$ cat config.mk
export PLATFORM = sky130hd
export DESIGN_NAME = pcrb_regbank
export DESIGN_NICKNAME = d
export VERILOG_FILES = /design/src/design/pcrb_pkg.sv /design/src/design/pcrb_regbank.sv
export VERILOG_INCLUDE_DIRS = /design/src /design/src/design
export SDC_FILE = /design/constraint.sdc
export NUM_CORES = 1
export LEC_CHECK = 0
export BUFFER_PORTS_ARGS = -buffer_cell sky130_fd_sc_hd__buf_2
export CAP_MARGIN = 20
export CORE_MARGIN = 1
export CORE_UTILIZATION = 58
export DETAILED_ROUTE_END_ITERATION = 8
export PLACE_DENSITY = 0.77
export RECOVER_POWER = 100
export SLEW_MARGIN = 5
export SYNTH_ARGS = -nofsm -noshare
export SYNTH_HDL_FRONTEND = slang
export SYNTH_SLANG_ARGS = --single-unit
$ cat constraint.sdc
create_clock -name SYS_CLK_IN -period 5.2 [get_ports SYS_CLK_IN]
set_input_delay 0 -clock SYS_CLK_IN [delete_from_list [all_inputs] [get_ports SYS_CLK_IN]]
set_output_delay 0 -clock SYS_CLK_IN [all_outputs]
set_load 0.05 [all_outputs]
$ cat src/design/pcrb_defs.svh
`ifndef PCRB_DEFS_SVH
`define PCRB_DEFS_SVH

`define PCRB_I2C_ADDR        7'h2d
`define PCRB_OFS_REV         8'h00
`define PCRB_OFS_CONV_EN     8'h01
`define PCRB_OFS_PHASE       8'h02
`define PCRB_OFS_LDO_LVL     8'h10
`define PCRB_OFS_BUCK1_LVL   8'h11
`define PCRB_OFS_BUCK2_LVL   8'h12
`define PCRB_OFS_BUCK3_LVL   8'h13
`define PCRB_OFS_BUCK4_LVL   8'h14
`define PCRB_OFS_BUCK_GRP    8'h15
`define PCRB_OFS_LDO_GRP_EN  8'h16
`define PCRB_OFS_SEQ_GOOD1   8'h17
`define PCRB_OFS_GOOD2       8'h18
`define PCRB_OFS_FAULT_SWITCHING_FREQUENCY_SELECT  8'h19
`define PCRB_OFS_STATUS      8'h1a
`define PCRB_OFS_TEMP        8'h1b
`define PCRB_OFS_AIN1        8'h1c
`define PCRB_OFS_AIN2        8'h1d

`define PCRB_MASK_CONV_EN    8'h01
`define PCRB_MASK_LDO_GRP_EN 8'hdf
`define PCRB_MASK_SEQ_GOOD1  8'hdf
`define PCRB_MASK_GOOD2      8'h1f
`define PCRB_MASK_FAULT_SWITCHING_FREQUENCY_SELECT 8'hef
`define PCRB_BIT_FAULT_CHIP  7

`define PCRB_RST_PHASE       8'h00
`define PCRB_RST_LDO_LVL     8'ha5
`define PCRB_RST_BUCK1_LVL   8'ha5
`define PCRB_RST_BUCK2_LVL   8'h5a
`define PCRB_RST_BUCK3_LVL   8'hd8
`define PCRB_RST_BUCK4_LVL   8'hc0
`define PCRB_RST_BUCK_GRP    8'hf9
`define PCRB_RST_LDO_GRP_EN  8'h1f
`define PCRB_RST_SEQ_GOOD1   8'h44
`define PCRB_RST_GOOD2       8'h1a
`define PCRB_RST_FAULT_SWITCHING_FREQUENCY_SELECT  8'he9
`define PCRB_RST_CONV_EN     8'h00

`define PCRB_ADC_OFFSET      8'h03
`define PCRB_CLK_HZ          50000000
`define PCRB_HOLD_US         2200
`define PCRB_HOLD_CYC        ((`PCRB_CLK_HZ / 1000000) * `PCRB_HOLD_US)
`define PCRB_SLEW_MV_PER_US  10
`define PCRB_RAMP_UV_PER_LSB 6250
`define PCRB_RAMP_STEP_CYC   (((`PCRB_CLK_HZ / 1000000) * `PCRB_RAMP_UV_PER_LSB) / (`PCRB_SLEW_MV_PER_US * 1000))

`endif

$ cat src/design/pcrb_pkg.sv
package pcrb_pkg;
  typedef enum logic [6:0] {
    PCRB_IDLE  = 7'b0000001,
    PCRB_ADDR  = 7'b0000010,
    PCRB_AACK  = 7'b0000100,
    PCRB_WDAT  = 7'b0001000,
    PCRB_WACK  = 7'b0010000,
    PCRB_RDAT  = 7'b0100000,
    PCRB_RACK  = 7'b1000000
  } pcrb_state_t;
endpackage

$ cat src/design/pcrb_regbank.sv
`timescale 1ns/10ps
`include "pcrb_defs.svh"
// Behaviour
// - the bank answers as an i2c slave at seven-bit address 0x2d and lets the host write its runtime registers.
// - an eight-bit converter samples two external inputs and the die temperature sensor in turn.
// - register 0x1b reads the temperature code, 95 plus 1.06 counts per degree above 25 C.
// - registers 0x1c and 0x1d hold the first and second external input results.
// - the external input results carry a nominal offset of plus three codes; the temperature code carries none.
// - a changed buck code ramps its target one step at a time at about 10 V per ms.
// - a rewrite of the same rail level register within 2.2 ms is refused with a nack.
// - the clock line is never held low; refusal is signalled only by nack.
// - bit 7 of 0x19 picks channel-only restart at 0 or whole-chip restart at 1.
module pcrb_regbank #(
  parameter int unsigned HOLD_CYC      = `PCRB_HOLD_CYC,
  parameter int unsigned RAMP_STEP_CYC = `PCRB_RAMP_STEP_CYC
) (
  input  wire logic       SYS_CLK_IN,
  input  wire logic       NRST_IN,
  input  wire logic       CLK_EN_IN,
  input  wire logic       SCL_IN,
  input  wire logic       SDA_IN,
  output logic            SDA_OUT,
  output logic            SDA_OE_OUT,
  input  wire logic [7:0] REVISION_IN,
  input  wire logic [7:0] STATUS_FLAGS_IN,
  input  wire logic [7:0] TEMP_SAMPLE_IN,
  input  wire logic [7:0] AIN_FIRST_SAMPLE_IN,
  input  wire logic [7:0] AIN_SECOND_SAMPLE_IN,
  output logic [1:0]      CONV_CHANNEL_OUT,
  output logic [7:0]      PHASE_INTERLEAVE_OUT,
  output logic [7:0]      LINEAR_RAIL_VOLTAGE_CODE_OUT,
  output logic [7:0]      FIRST_BUCK_VOLTAGE_CODE_OUT,
  output logic [7:0]      SECOND_BUCK_VOLTAGE_CODE_OUT,
  output logic [7:0]      THIRD_BUCK_VOLTAGE_CODE_OUT,
  output logic [7:0]      FOURTH_BUCK_VOLTAGE_CODE_OUT,
  output logic [7:0]      BUCK_GROUP_OUT,
  output logic [7:0]      LDO_GROUP_ENABLE_OUT,
  output logic [7:0]      SEQ_GOOD_ONE_OUT,
  output logic [7:0]      GOOD_TWO_OUT,
  output logic            CHIP_FAULT_ACTION_OUT,
  output logic [6:0]      FAULT_DOWNSEQ_SWITCHING_FREQUENCY_SELECT_OUT
);
  if (HOLD_CYC < 1 || RAMP_STEP_CYC < 1) begin : g_bad_counts
    $error("counts must be at least one");
  end

  function automatic logic [7:0] sat_add(input logic [7:0] a, input logic [7:0] b);
    logic [8:0] s;
    s = {1'b0, a} + {1'b0, b};
    sat_add = s[8] ? 8'hff : s[7:0];
  endfunction

  // pin synchronisers
  logic [1:0] scl_sync_r, sda_sync_r;
  logic       scl_d_r, sda_d_r;
  always_ff @(posedge SYS_CLK_IN or negedge NRST_IN) begin
    if (!NRST_IN) begin
      scl_sync_r <= 2'h3;
      sda_sync_r <= 2'h3;
      scl_d_r    <= 1'b1;
      sda_d_r    <= 1'b1;
    end else if (CLK_EN_IN) begin
      scl_sync_r <= {scl_sync_r[0], SCL_IN};
      sda_sync_r <= {sda_sync_r[0], SDA_IN};
      scl_d_r    <= scl_sync_r[1];
      sda_d_r    <= sda_sync_r[1];
    end
  end
  wire scl_s   = scl_sync_r[1];
  wire sda_s   = sda_sync_r[1];
  wire scl_rise = scl_s & ~scl_d_r;
  wire scl_fall = ~scl_s & scl_d_r;
  wire i2c_start = scl_s & scl_d_r & sda_d_r & ~sda_s;
  wire i2c_stop  = scl_s & scl_d_r & ~sda_d_r & sda_s;

  // register storage
  logic [7:0] reg_r [0:11];
  logic [7:0] reg_nxt [0:11];
  logic [7:0] temp_r, ain1_r, ain2_r, temp_nxt, ain1_nxt, ain2_nxt;
  logic [1:0] chan_r, chan_nxt;
  logic [31:0] hold_cnt_r [0:4];
  logic [31:0] hold_cnt_nxt [0:4];
  logic [7:0] ramp_r [0:3];
  logic [7:0] ramp_nxt [0:3];
  logic [31:0] ramp_cnt_r, ramp_cnt_nxt;
  localparam logic [7:0] reg_rst_val [0:11] = '{`PCRB_RST_CONV_EN, `PCRB_RST_PHASE,
    `PCRB_RST_LDO_LVL, `PCRB_RST_BUCK1_LVL, `PCRB_RST_BUCK2_LVL, `PCRB_RST_BUCK3_LVL,
    `PCRB_RST_BUCK4_LVL, `PCRB_RST_BUCK_GRP, `PCRB_RST_LDO_GRP_EN, `PCRB_RST_SEQ_GOOD1,
    `PCRB_RST_GOOD2, `PCRB_RST_FAULT_SWITCHING_FREQUENCY_SELECT};

  // i2c engine state
  pcrb_pkg::pcrb_state_t st_r, st_nxt;
  logic [7:0] sh_r, sh_nxt, ptr_r, ptr_nxt, rd_byte;
  logic [3:0] bit_r, bit_nxt;
  logic       rw_r, rw_nxt, first_r, first_nxt, nack_r, nack_nxt;
  logic       oe_r, oe_nxt;

  function automatic logic [7:0] rd_mux(input logic [7:0] a);
    case (a)
      `PCRB_OFS_REV:    rd_mux = REVISION_IN;
      `PCRB_OFS_STATUS: rd_mux = STATUS_FLAGS_IN;
      `PCRB_OFS_TEMP:   rd_mux = temp_r;
      `PCRB_OFS_AIN1:   rd_mux = ain1_r;
      `PCRB_OFS_AIN2:   rd_mux = ain2_r;
      default:          rd_mux = (wr_idx(a) == 4'hf) ? 8'h00 : reg_r[wr_idx(a)];
    endcase
  endfunction

  // index into writable store, 4'hf for none
  function automatic logic [3:0] wr_idx(input logic [7:0] a);
    case (a)
      `PCRB_OFS_CONV_EN:    wr_idx = 4'h0;
      `PCRB_OFS_PHASE:      wr_idx = 4'h1;
      `PCRB_OFS_LDO_LVL:    wr_idx = 4'h2;
      `PCRB_OFS_BUCK1_LVL:  wr_idx = 4'h3;
      `PCRB_OFS_BUCK2_LVL:  wr_idx = 4'h4;
      `PCRB_OFS_BUCK3_LVL:  wr_idx = 4'h5;
      `PCRB_OFS_BUCK4_LVL:  wr_idx = 4'h6;
      `PCRB_OFS_BUCK_GRP:   wr_idx = 4'h7;
      `PCRB_OFS_LDO_GRP_EN: wr_idx = 4'h8;
      `PCRB_OFS_SEQ_GOOD1:  wr_idx = 4'h9;
      `PCRB_OFS_GOOD2:      wr_idx = 4'ha;
      `PCRB_OFS_FAULT_SWITCHING_FREQUENCY_SELECT: wr_idx = 4'hb;
      default:              wr_idx = 4'hf;
    endcase
  endfunction

  function automatic logic [7:0] wr_mask(input logic [3:0] i);
    case (i)
      4'h0:    wr_mask = `PCRB_MASK_CONV_EN;
      4'h8:    wr_mask = `PCRB_MASK_LDO_GRP_EN;
      4'h9:    wr_mask = `PCRB_MASK_SEQ_GOOD1;
      4'ha:    wr_mask = `PCRB_MASK_GOOD2;
      4'hb:    wr_mask = `PCRB_MASK_FAULT_SWITCHING_FREQUENCY_SELECT;
      default: wr_mask = 8'hff;
    endcase
  endfunction

  wire [3:0] cur_idx  = wr_idx(ptr_r);
  wire       is_level = (cur_idx >= 4'h2) && (cur_idx <= 4'h6);
  wire [2:0] lvl      = 3'(cur_idx - 4'h2);

  always_comb begin
    st_nxt    = st_r;
    sh_nxt    = sh_r;
    ptr_nxt   = ptr_r;
    bit_nxt   = bit_r;
    rw_nxt    = rw_r;
    first_nxt = first_r;
    nack_nxt  = nack_r;
    oe_nxt    = oe_r;
    rd_byte   = rd_mux(ptr_r);
    for (int i = 0; i < 12; i++) reg_nxt[i] = reg_r[i];
    for (int i = 0; i < 5; i++) hold_cnt_nxt[i] = (hold_cnt_r[i] != 32'd0) ? hold_cnt_r[i] - 32'd1 : 32'd0;
    // never drive scl; only sda for ack or data
    if (i2c_start) begin
      st_nxt  = pcrb_pkg::PCRB_ADDR;
      bit_nxt = 4'h0;
      oe_nxt  = 1'b0;
    end else if (i2c_stop) begin
      st_nxt = pcrb_pkg::PCRB_IDLE;
      oe_nxt = 1'b0;
    end else begin
      case (st_r)
        pcrb_pkg::PCRB_IDLE: begin
          oe_nxt = 1'b0;
        end
        pcrb_pkg::PCRB_ADDR, pcrb_pkg::PCRB_WDAT: begin
          if (scl_rise) begin
            sh_nxt  = {sh_r[6:0], sda_s};
            bit_nxt = bit_r + 4'h1;
          end
          if (scl_fall && bit_r == 4'h8) begin
            bit_nxt = 4'h0;
            if (st_r == pcrb_pkg::PCRB_ADDR) begin
              if (sh_r[7:1] == `PCRB_I2C_ADDR) begin
                rw_nxt    = sh_r[0];
                first_nxt = 1'b1;
                oe_nxt    = 1'b1;
                st_nxt    = pcrb_pkg::PCRB_AACK;
              end else begin
                st_nxt = pcrb_pkg::PCRB_IDLE;
              end
            end else begin
              nack_nxt = 1'b0;
              if (first_r) begin
                ptr_nxt   = sh_r;
                first_nxt = 1'b0;
              end else if (cur_idx != 4'hf) begin
                if (is_level && hold_cnt_r[lvl] != 32'd0) begin
                  nack_nxt = 1'b1;
                end else begin
                  reg_nxt[cur_idx] = sh_r & wr_mask(cur_idx);
                  if (is_level) hold_cnt_nxt[lvl] = HOLD_CYC;
                end
                ptr_nxt = ptr_r + 8'h01;
              end else begin
                ptr_nxt = ptr_r + 8'h01;
              end
              oe_nxt = ~nack_nxt;
              st_nxt = pcrb_pkg::PCRB_WACK;
            end
          end
        end
        pcrb_pkg::PCRB_AACK, pcrb_pkg::PCRB_WACK: begin
          if (scl_fall) begin
            if (rw_r) begin
              sh_nxt    = rd_byte;
              ptr_nxt   = ptr_r + 8'h01;
              oe_nxt    = ~rd_byte[7];
              bit_nxt   = 4'h1;
              st_nxt    = pcrb_pkg::PCRB_RDAT;
            end else begin
              oe_nxt = 1'b0;
              st_nxt = pcrb_pkg::PCRB_WDAT;
            end
          end
        end
        pcrb_pkg::PCRB_RDAT: begin
          if (scl_fall) begin
            if (bit_r == 4'h8) begin
              oe_nxt = 1'b0;
              st_nxt = pcrb_pkg::PCRB_RACK;
            end else begin
              oe_nxt  = ~sh_r[3'(7 - bit_r)];
              bit_nxt = bit_r + 4'h1;
            end
          end
        end
        pcrb_pkg::PCRB_RACK: begin
          if (scl_rise) nack_nxt = sda_s;
          if (scl_fall) begin
            if (nack_r) begin
              st_nxt = pcrb_pkg::PCRB_IDLE;
            end else begin
              sh_nxt  = rd_byte;
              ptr_nxt = ptr_r + 8'h01;
              oe_nxt  = ~rd_byte[7];
              bit_nxt = 4'h1;
              st_nxt  = pcrb_pkg::PCRB_RDAT;
            end
          end
        end
        default: st_nxt = pcrb_pkg::PCRB_IDLE;
      endcase
    end
  end

  // converter: rotate channels when enabled, offset applied to external inputs only
  always_comb begin
    chan_nxt = chan_r;
    temp_nxt = temp_r;
    ain1_nxt = ain1_r;
    ain2_nxt = ain2_r;
    if (reg_r[0][0]) begin
      case (chan_r)
        2'h0: ain1_nxt = sat_add(AIN_FIRST_SAMPLE_IN, `PCRB_ADC_OFFSET);
        2'h1: ain2_nxt = sat_add(AIN_SECOND_SAMPLE_IN, `PCRB_ADC_OFFSET);
        default: temp_nxt = TEMP_SAMPLE_IN;
      endcase
      chan_nxt = (chan_r == 2'h2) ? 2'h0 : chan_r + 2'h1;
    end
  end

  // buck code ramp, one lsb per step
  always_comb begin
    ramp_cnt_nxt = (ramp_cnt_r == 32'd0) ? RAMP_STEP_CYC - 32'd1 : ramp_cnt_r - 32'd1;
    for (int i = 0; i < 4; i++) begin
      ramp_nxt[i] = ramp_r[i];
      if (ramp_cnt_r == 32'd0) begin
        if (ramp_r[i] < reg_r[3 + i]) ramp_nxt[i] = ramp_r[i] + 8'h01;
        else if (ramp_r[i] > reg_r[3 + i]) ramp_nxt[i] = ramp_r[i] - 8'h01;
      end
    end
  end

  always_ff @(posedge SYS_CLK_IN or negedge NRST_IN) begin
    if (!NRST_IN) begin
      st_r <= pcrb_pkg::PCRB_IDLE;
      sh_r <= 8'h00;
      ptr_r <= 8'h00;
      bit_r <= 4'h0;
      rw_r <= 1'b0;
      first_r <= 1'b0;
      nack_r <= 1'b0;
      oe_r <= 1'b0;
      for (int i = 0; i < 12; i++) reg_r[i] <= reg_rst_val[i];
      for (int i = 0; i < 4; i++) ramp_r[i] <= reg_rst_val[3 + i];
      ramp_cnt_r <= 32'd0;
      for (int i = 0; i < 5; i++) hold_cnt_r[i] <= 32'd0;
      temp_r <= 8'h00;
      ain1_r <= 8'h00;
      ain2_r <= 8'h00;
      chan_r <= 2'h0;
    end else if (CLK_EN_IN) begin
      st_r <= st_nxt;
      sh_r <= sh_nxt;
      ptr_r <= ptr_nxt;
      bit_r <= bit_nxt;
      rw_r <= rw_nxt;
      first_r <= first_nxt;
      nack_r <= nack_nxt;
      oe_r <= oe_nxt;
      for (int i = 0; i < 12; i++) reg_r[i] <= reg_nxt[i];
      for (int i = 0; i < 4; i++) ramp_r[i] <= ramp_nxt[i];
      ramp_cnt_r <= ramp_cnt_nxt;
      for (int i = 0; i < 5; i++) hold_cnt_r[i] <= hold_cnt_nxt[i];
      temp_r <= temp_nxt;
      ain1_r <= ain1_nxt;
      ain2_r <= ain2_nxt;
      chan_r <= chan_nxt;
    end
  end

  // open drain: only ever pulls low
  assign SDA_OUT = 1'b0;
  assign SDA_OE_OUT = oe_r;
  assign CONV_CHANNEL_OUT = chan_r;
  assign PHASE_INTERLEAVE_OUT = reg_r[1];
  assign LINEAR_RAIL_VOLTAGE_CODE_OUT = reg_r[2];
  assign FIRST_BUCK_VOLTAGE_CODE_OUT = ramp_r[0];
  assign SECOND_BUCK_VOLTAGE_CODE_OUT = ramp_r[1];
  assign THIRD_BUCK_VOLTAGE_CODE_OUT = ramp_r[2];
  assign FOURTH_BUCK_VOLTAGE_CODE_OUT = ramp_r[3];
  assign BUCK_GROUP_OUT = reg_r[7];
  assign LDO_GROUP_ENABLE_OUT = reg_r[8];
  assign SEQ_GOOD_ONE_OUT = reg_r[9];
  assign GOOD_TWO_OUT = reg_r[10];
  assign CHIP_FAULT_ACTION_OUT = reg_r[11][`PCRB_BIT_FAULT_CHIP];
  assign FAULT_DOWNSEQ_SWITCHING_FREQUENCY_SELECT_OUT = reg_r[11][6:0];
endmodule

==> summary.txt <==
STA
  • Slew @ Worst Pin: 4.18 ns
  • RSZ-0062 raised after global routing: no
  • Clock Skews: 0.0312 ns
  • Post-route setup slack: 0.635 ns
  • Hold Vio Cnt, Final: 0
  • # setup viols final: 0
  • FMAX: 219 MHz
  • Setup TNS Final: 0 ns
  • Max-slew violations: 118
  • Relative slew slack: -1.79
  • Final Critical Period: 4.56 ns
  • Final Cycle Share: 0.878

Global route
  • Tot GR Track Use: 0.309
  • Antenna violations before repair: 1
  • Largest net degree at the start of global routing: 172
  • Vias in the first global route: 19,000
  • Congestion Overflow GR: 0
  • First-pass GRT wire length: 98,500 um

Logic synthesis
  • Count of cell types in the netlist: 87
  • Synth top area share: 0.356
  • Mapped cell area: 22,700 um2
  • Seq/Total Area, Yosys: 0.425
  • FF+latch count, synth: 383
  • Synth top area cells: dfrtp_1 (36%), dfstp_2 (6.9%), ha_1 (4.4%)
  • EDFF count, synth: 0
  • Synth Area per Inst: 9.15 um2
  • Mapped Cells: 2,484
  • Area leader, netlist: dfrtp_1
  • Total of warnings raised by yosys: 0
  • Asr flop ratio synth: 1.00
  • Most used flip-flop cell after synthesis: dfrtp_1
  • Synth Net Count: 2,613

Run status
  • Status: finished with violations
  • Failing checks: capacitance limit, slew limit

Die
  • Starting Density: 0.588
  • Die H: 200 um
  • Die width: 200 um
  • Core Rows: 72
  • Core Area: 38,600 um2
  • Die ar.: 40,000 um2
  • I/O pins: 137

Pwr
  • Pleak: 11.4 nW
  • Sequential share of power: 0.432
  • PwrDens: 353 nW/um2
  • Clock power share: 0.355
  • Int Pwr: 6.03 mW
  • Switching power: 2.89 mW
  • Switching share of total power: 0.324
  • Comb power frac: 0.212
  • VDD IR max: 0.292 mV

Routing
  • Drt first pass iters: 6
  • WL final: 61,300 um
  • First-iteration detailed-routing DRC count: 1,871
  • Drc violations: 0
  • Antenna viol nets, final: 0
  • Routed met3 length: 4210 um
  • Via count: 19,800
  • Routed vias/inst: 6.31
  • DR WL/cell: 19.5 um
  • Top Layer Used: met4
  • Metal2 WL: 29,100 um
  • Met1 WL: 25,400 um

Clock network
  • Total CTS buffers: 42
  • CTS tree: yes
  • Clock tree buffer depth: 3
  • Clock-pin slew on the worst setup and hold paths: 0.06 ns
  • CTS Sinks: 383
  • CTS H-tree depth: 2
  • CTS root buffer: clkbuf_16
  • Setup repair bufs after CTS: 0
  • Worst skew pair latency: 0.59 ns

Placement
  • Placer Congestion: 0.903
  • HPWL after DPL: 40,700 um
  • IO Port Bufs: 135
  • Place WS: 0.953 ns

Worst hold path
  • Worst Hold Class: input pin to register
  • Hold depth: 6

Worst setup path
  • Crit path required time: 5.66 ns
  • CP Capture Type: register
  • Critical path class: input pin to register
  • Stages on the worst setup path: 9
  • Crit path launch type: input pin
  • Crit path max fanout: 31
  • Slowest-stage cell, CP: clkbuf_1
  • Slowest stage delay, CP: 1.15 ns
  • Worst EP arrival: 5.02 ns
  • Crit path top cell by count: clkbuf_1
  • Worst-path cell chain: dlygate4sd3_1 > clkbuf_1 > clkbuf_1 > o21ai_1 > nor3_1 > nand3_1 > a311o_1 > a31oi_1 > nor2_1
  • FF-to-FF path depth: 10
  • CP bufs+invs: 3
  • Crit path max-delay family: buffers and inverters

Final layout
  • NumNets Final: 2,713
  • Share of cells above drive strength 1: 0.120
  • Area delta synth->final: 11.4%

Run
  • Max_cap viols: 2
[flip-flops by register name, indices dropped and copies added (netlist names), 8 cells and up]
register / count
THIRD_BUCK_VOLTAGE_CODE_OUT: 8
temp_r: 8
LDO_GROUP_ENABLE_OUT: 8
FIRST_BUCK_VOLTAGE_CODE_OUT: 8
ptr_r: 8
GOOD_TWO_OUT: 8
ain1_r: 8
SEQ_GOOD_ONE_OUT: 8
SECOND_BUCK_VOLTAGE_CODE_OUT: 8
ain2_r: 8
reg_r: 40
PHASE_INTERLEAVE_OUT: 8
sh_r: 8
BUCK_GROUP_OUT: 8
hold_cnt_r: 160
FOURTH_BUCK_VOLTAGE_CODE_OUT: 8
LINEAR_RAIL_VOLTAGE_CODE_OUT: 8
ramp_cnt_r: 32
[cells in the mapped netlist (8+ instances only)]
library cell and number:
dfrtp_1 323, nand2_1 265, nor2_1 202, o21ai_0 187
nand3_1 130, a21oi_1 98, nor3_1 84, mux2_2 83
inv_1 82, ha_1 80, clkbuf_1 75, or3_1 64
dfstp_2 60, xnor2_1 58, buf_4 57, nor4_1 54
a21o_1 49, xor2_1 39, a22o_1 31, or4_1 31
nand2b_1 29, mux2i_1 26, nor2b_1 26, o31ai_1 26
and3_1 23, nand4_1 20, a31oi_1 19, and2_1 17
buf_1 14, a22oi_1 13, nand3b_1 13, a211o_1 12
a211oi_1 12, buf_2 12, o211ai_1 12, o22ai_1 10
o41ai_1 9, or2_2 9, a222oi_1 8, a311o_1 8
o2bb2ai_1 8
[per-stage QoR]
stage | util | cell area [um2] | std cells | power (mW) | hold WS [ns]
2_1_floorplan | - | 22700 | 2484 | 5.15 | -0.296
3_3_place_gp | 0.607 | 23500 | 3003 | 5.61 | 0.0583
3_5_place_dp | 0.607 | 23500 | 3004 | 5.73 | 0.0494
4_1_cts | 0.658 | 25400 | 3132 | 8.92 | 0.0609
5_1_grt | 0.655 | 25300 | 3137 | 9.32 | 0.106
6_report | 0.655 | 25300 | 3137 | 8.92 | 0.117
[path summary, 6_finish.rpt]
kind	slack, ns	from	to
min	0.12	STATUS_FLAGS_IN[5]	sh_r[5]$_DFFE_PN0P_
max in group asynchronous	1.24	NRST_IN	hold_cnt_r[93]$_DFFE_PN0P_
max	0.64	CLK_EN_IN	sh_r[6]$_DFFE_PN0P_
min in group asynchronous	1.52	NRST_IN	hold_cnt_r[113]$_DFFE_PN0P_
max reg2reg	0.75	ptr_r[4]$_DFFE_PN0P_	hold_cnt_r[82]$_DFFE_PN0P_
min reg2reg	0.48	hold_cnt_r[74]$_DFFE_PN0P_	hold_cnt_r[74]$_DFFE_PN0P_
[cell usage in the layout, fill, tap and decap left out, drive strengths merged, types with 57 or more instances in the layout]
master  synthesis  final
or3            64     64
nand3         130    130
mux2           87     87
nor4           57     57
xnor2          58     58
clkbuf         75    160
inv            82     83
ha             80     80
nand2         265    265
dfrtp         323    323
nor2          203    203
dfstp          60     60
a21oi         100    100
nor3           86     86
o21ai         194    194
buf            84     65
[metal layers]
metal / track usage / vias up
met5: 0 / -
met4: 0.144 / 0
met3: 0.0640 / 156
met2: 0.493 / 720
met1: 0.404 / 9756
li1: - / 9158
[power by group through the flow]
stage / Combinational, mW / Sequential [mW] / Clock, mW
floorplan: 1.34 / 3.81 / 0
global placement: 1.75 / 3.86 / 0
detailed placement: 1.84 / 3.89 / 0
CTS: 1.88 / 3.84 / 3.20
global route: 2.09 / 3.92 / 3.32
finish: 1.89 / 3.86 / 3.17
[cells by family after synthesis]
kind of cell | synth area share
multiplexers | 0.0566
other | 0.000165
XOR/XNOR | 0.0374
flip-flops | 0.425
AND/OR/NAND/NOR | 0.224
buffers and inverters | 0.0504
AO/OA/AOI/OAI | 0.158
adder cells (fa/ha/maj) | 0.0476
[worst min-delay path: stages]
cell and delay [ns]:
buf_2 0.08, a222oi_1 0.08, nand3_1 0.17, a311o_1 0.17
a31oi_1 0.07, nor2_1 0.09
[layout make-up]
| class | count | area [um2] |
|---|---|---|
| clock buffers | 61 | 1250 |
| fillers | 3032 | 13300 |
| flip-flops and latches | 383 | 9660 |
| inverters | 83 | 312 |
| diodes | 1 | 2.50 |
| clock inverters | 17 | 216 |
| multi-input cells | 1859 | 11900 |
| well taps | 518 | 648 |
| repair buffers | 215 | 1290 |
[what timing repair did]
| action | in CTS | in global routing |
|---|---|---|
| endpoints found under the hold margin | 132 | 0 |
| hold buffers | 50 | 0 |
| resized for setup | 0 | 0 |
No activity file was read; power rests on OpenSTA's default activity.
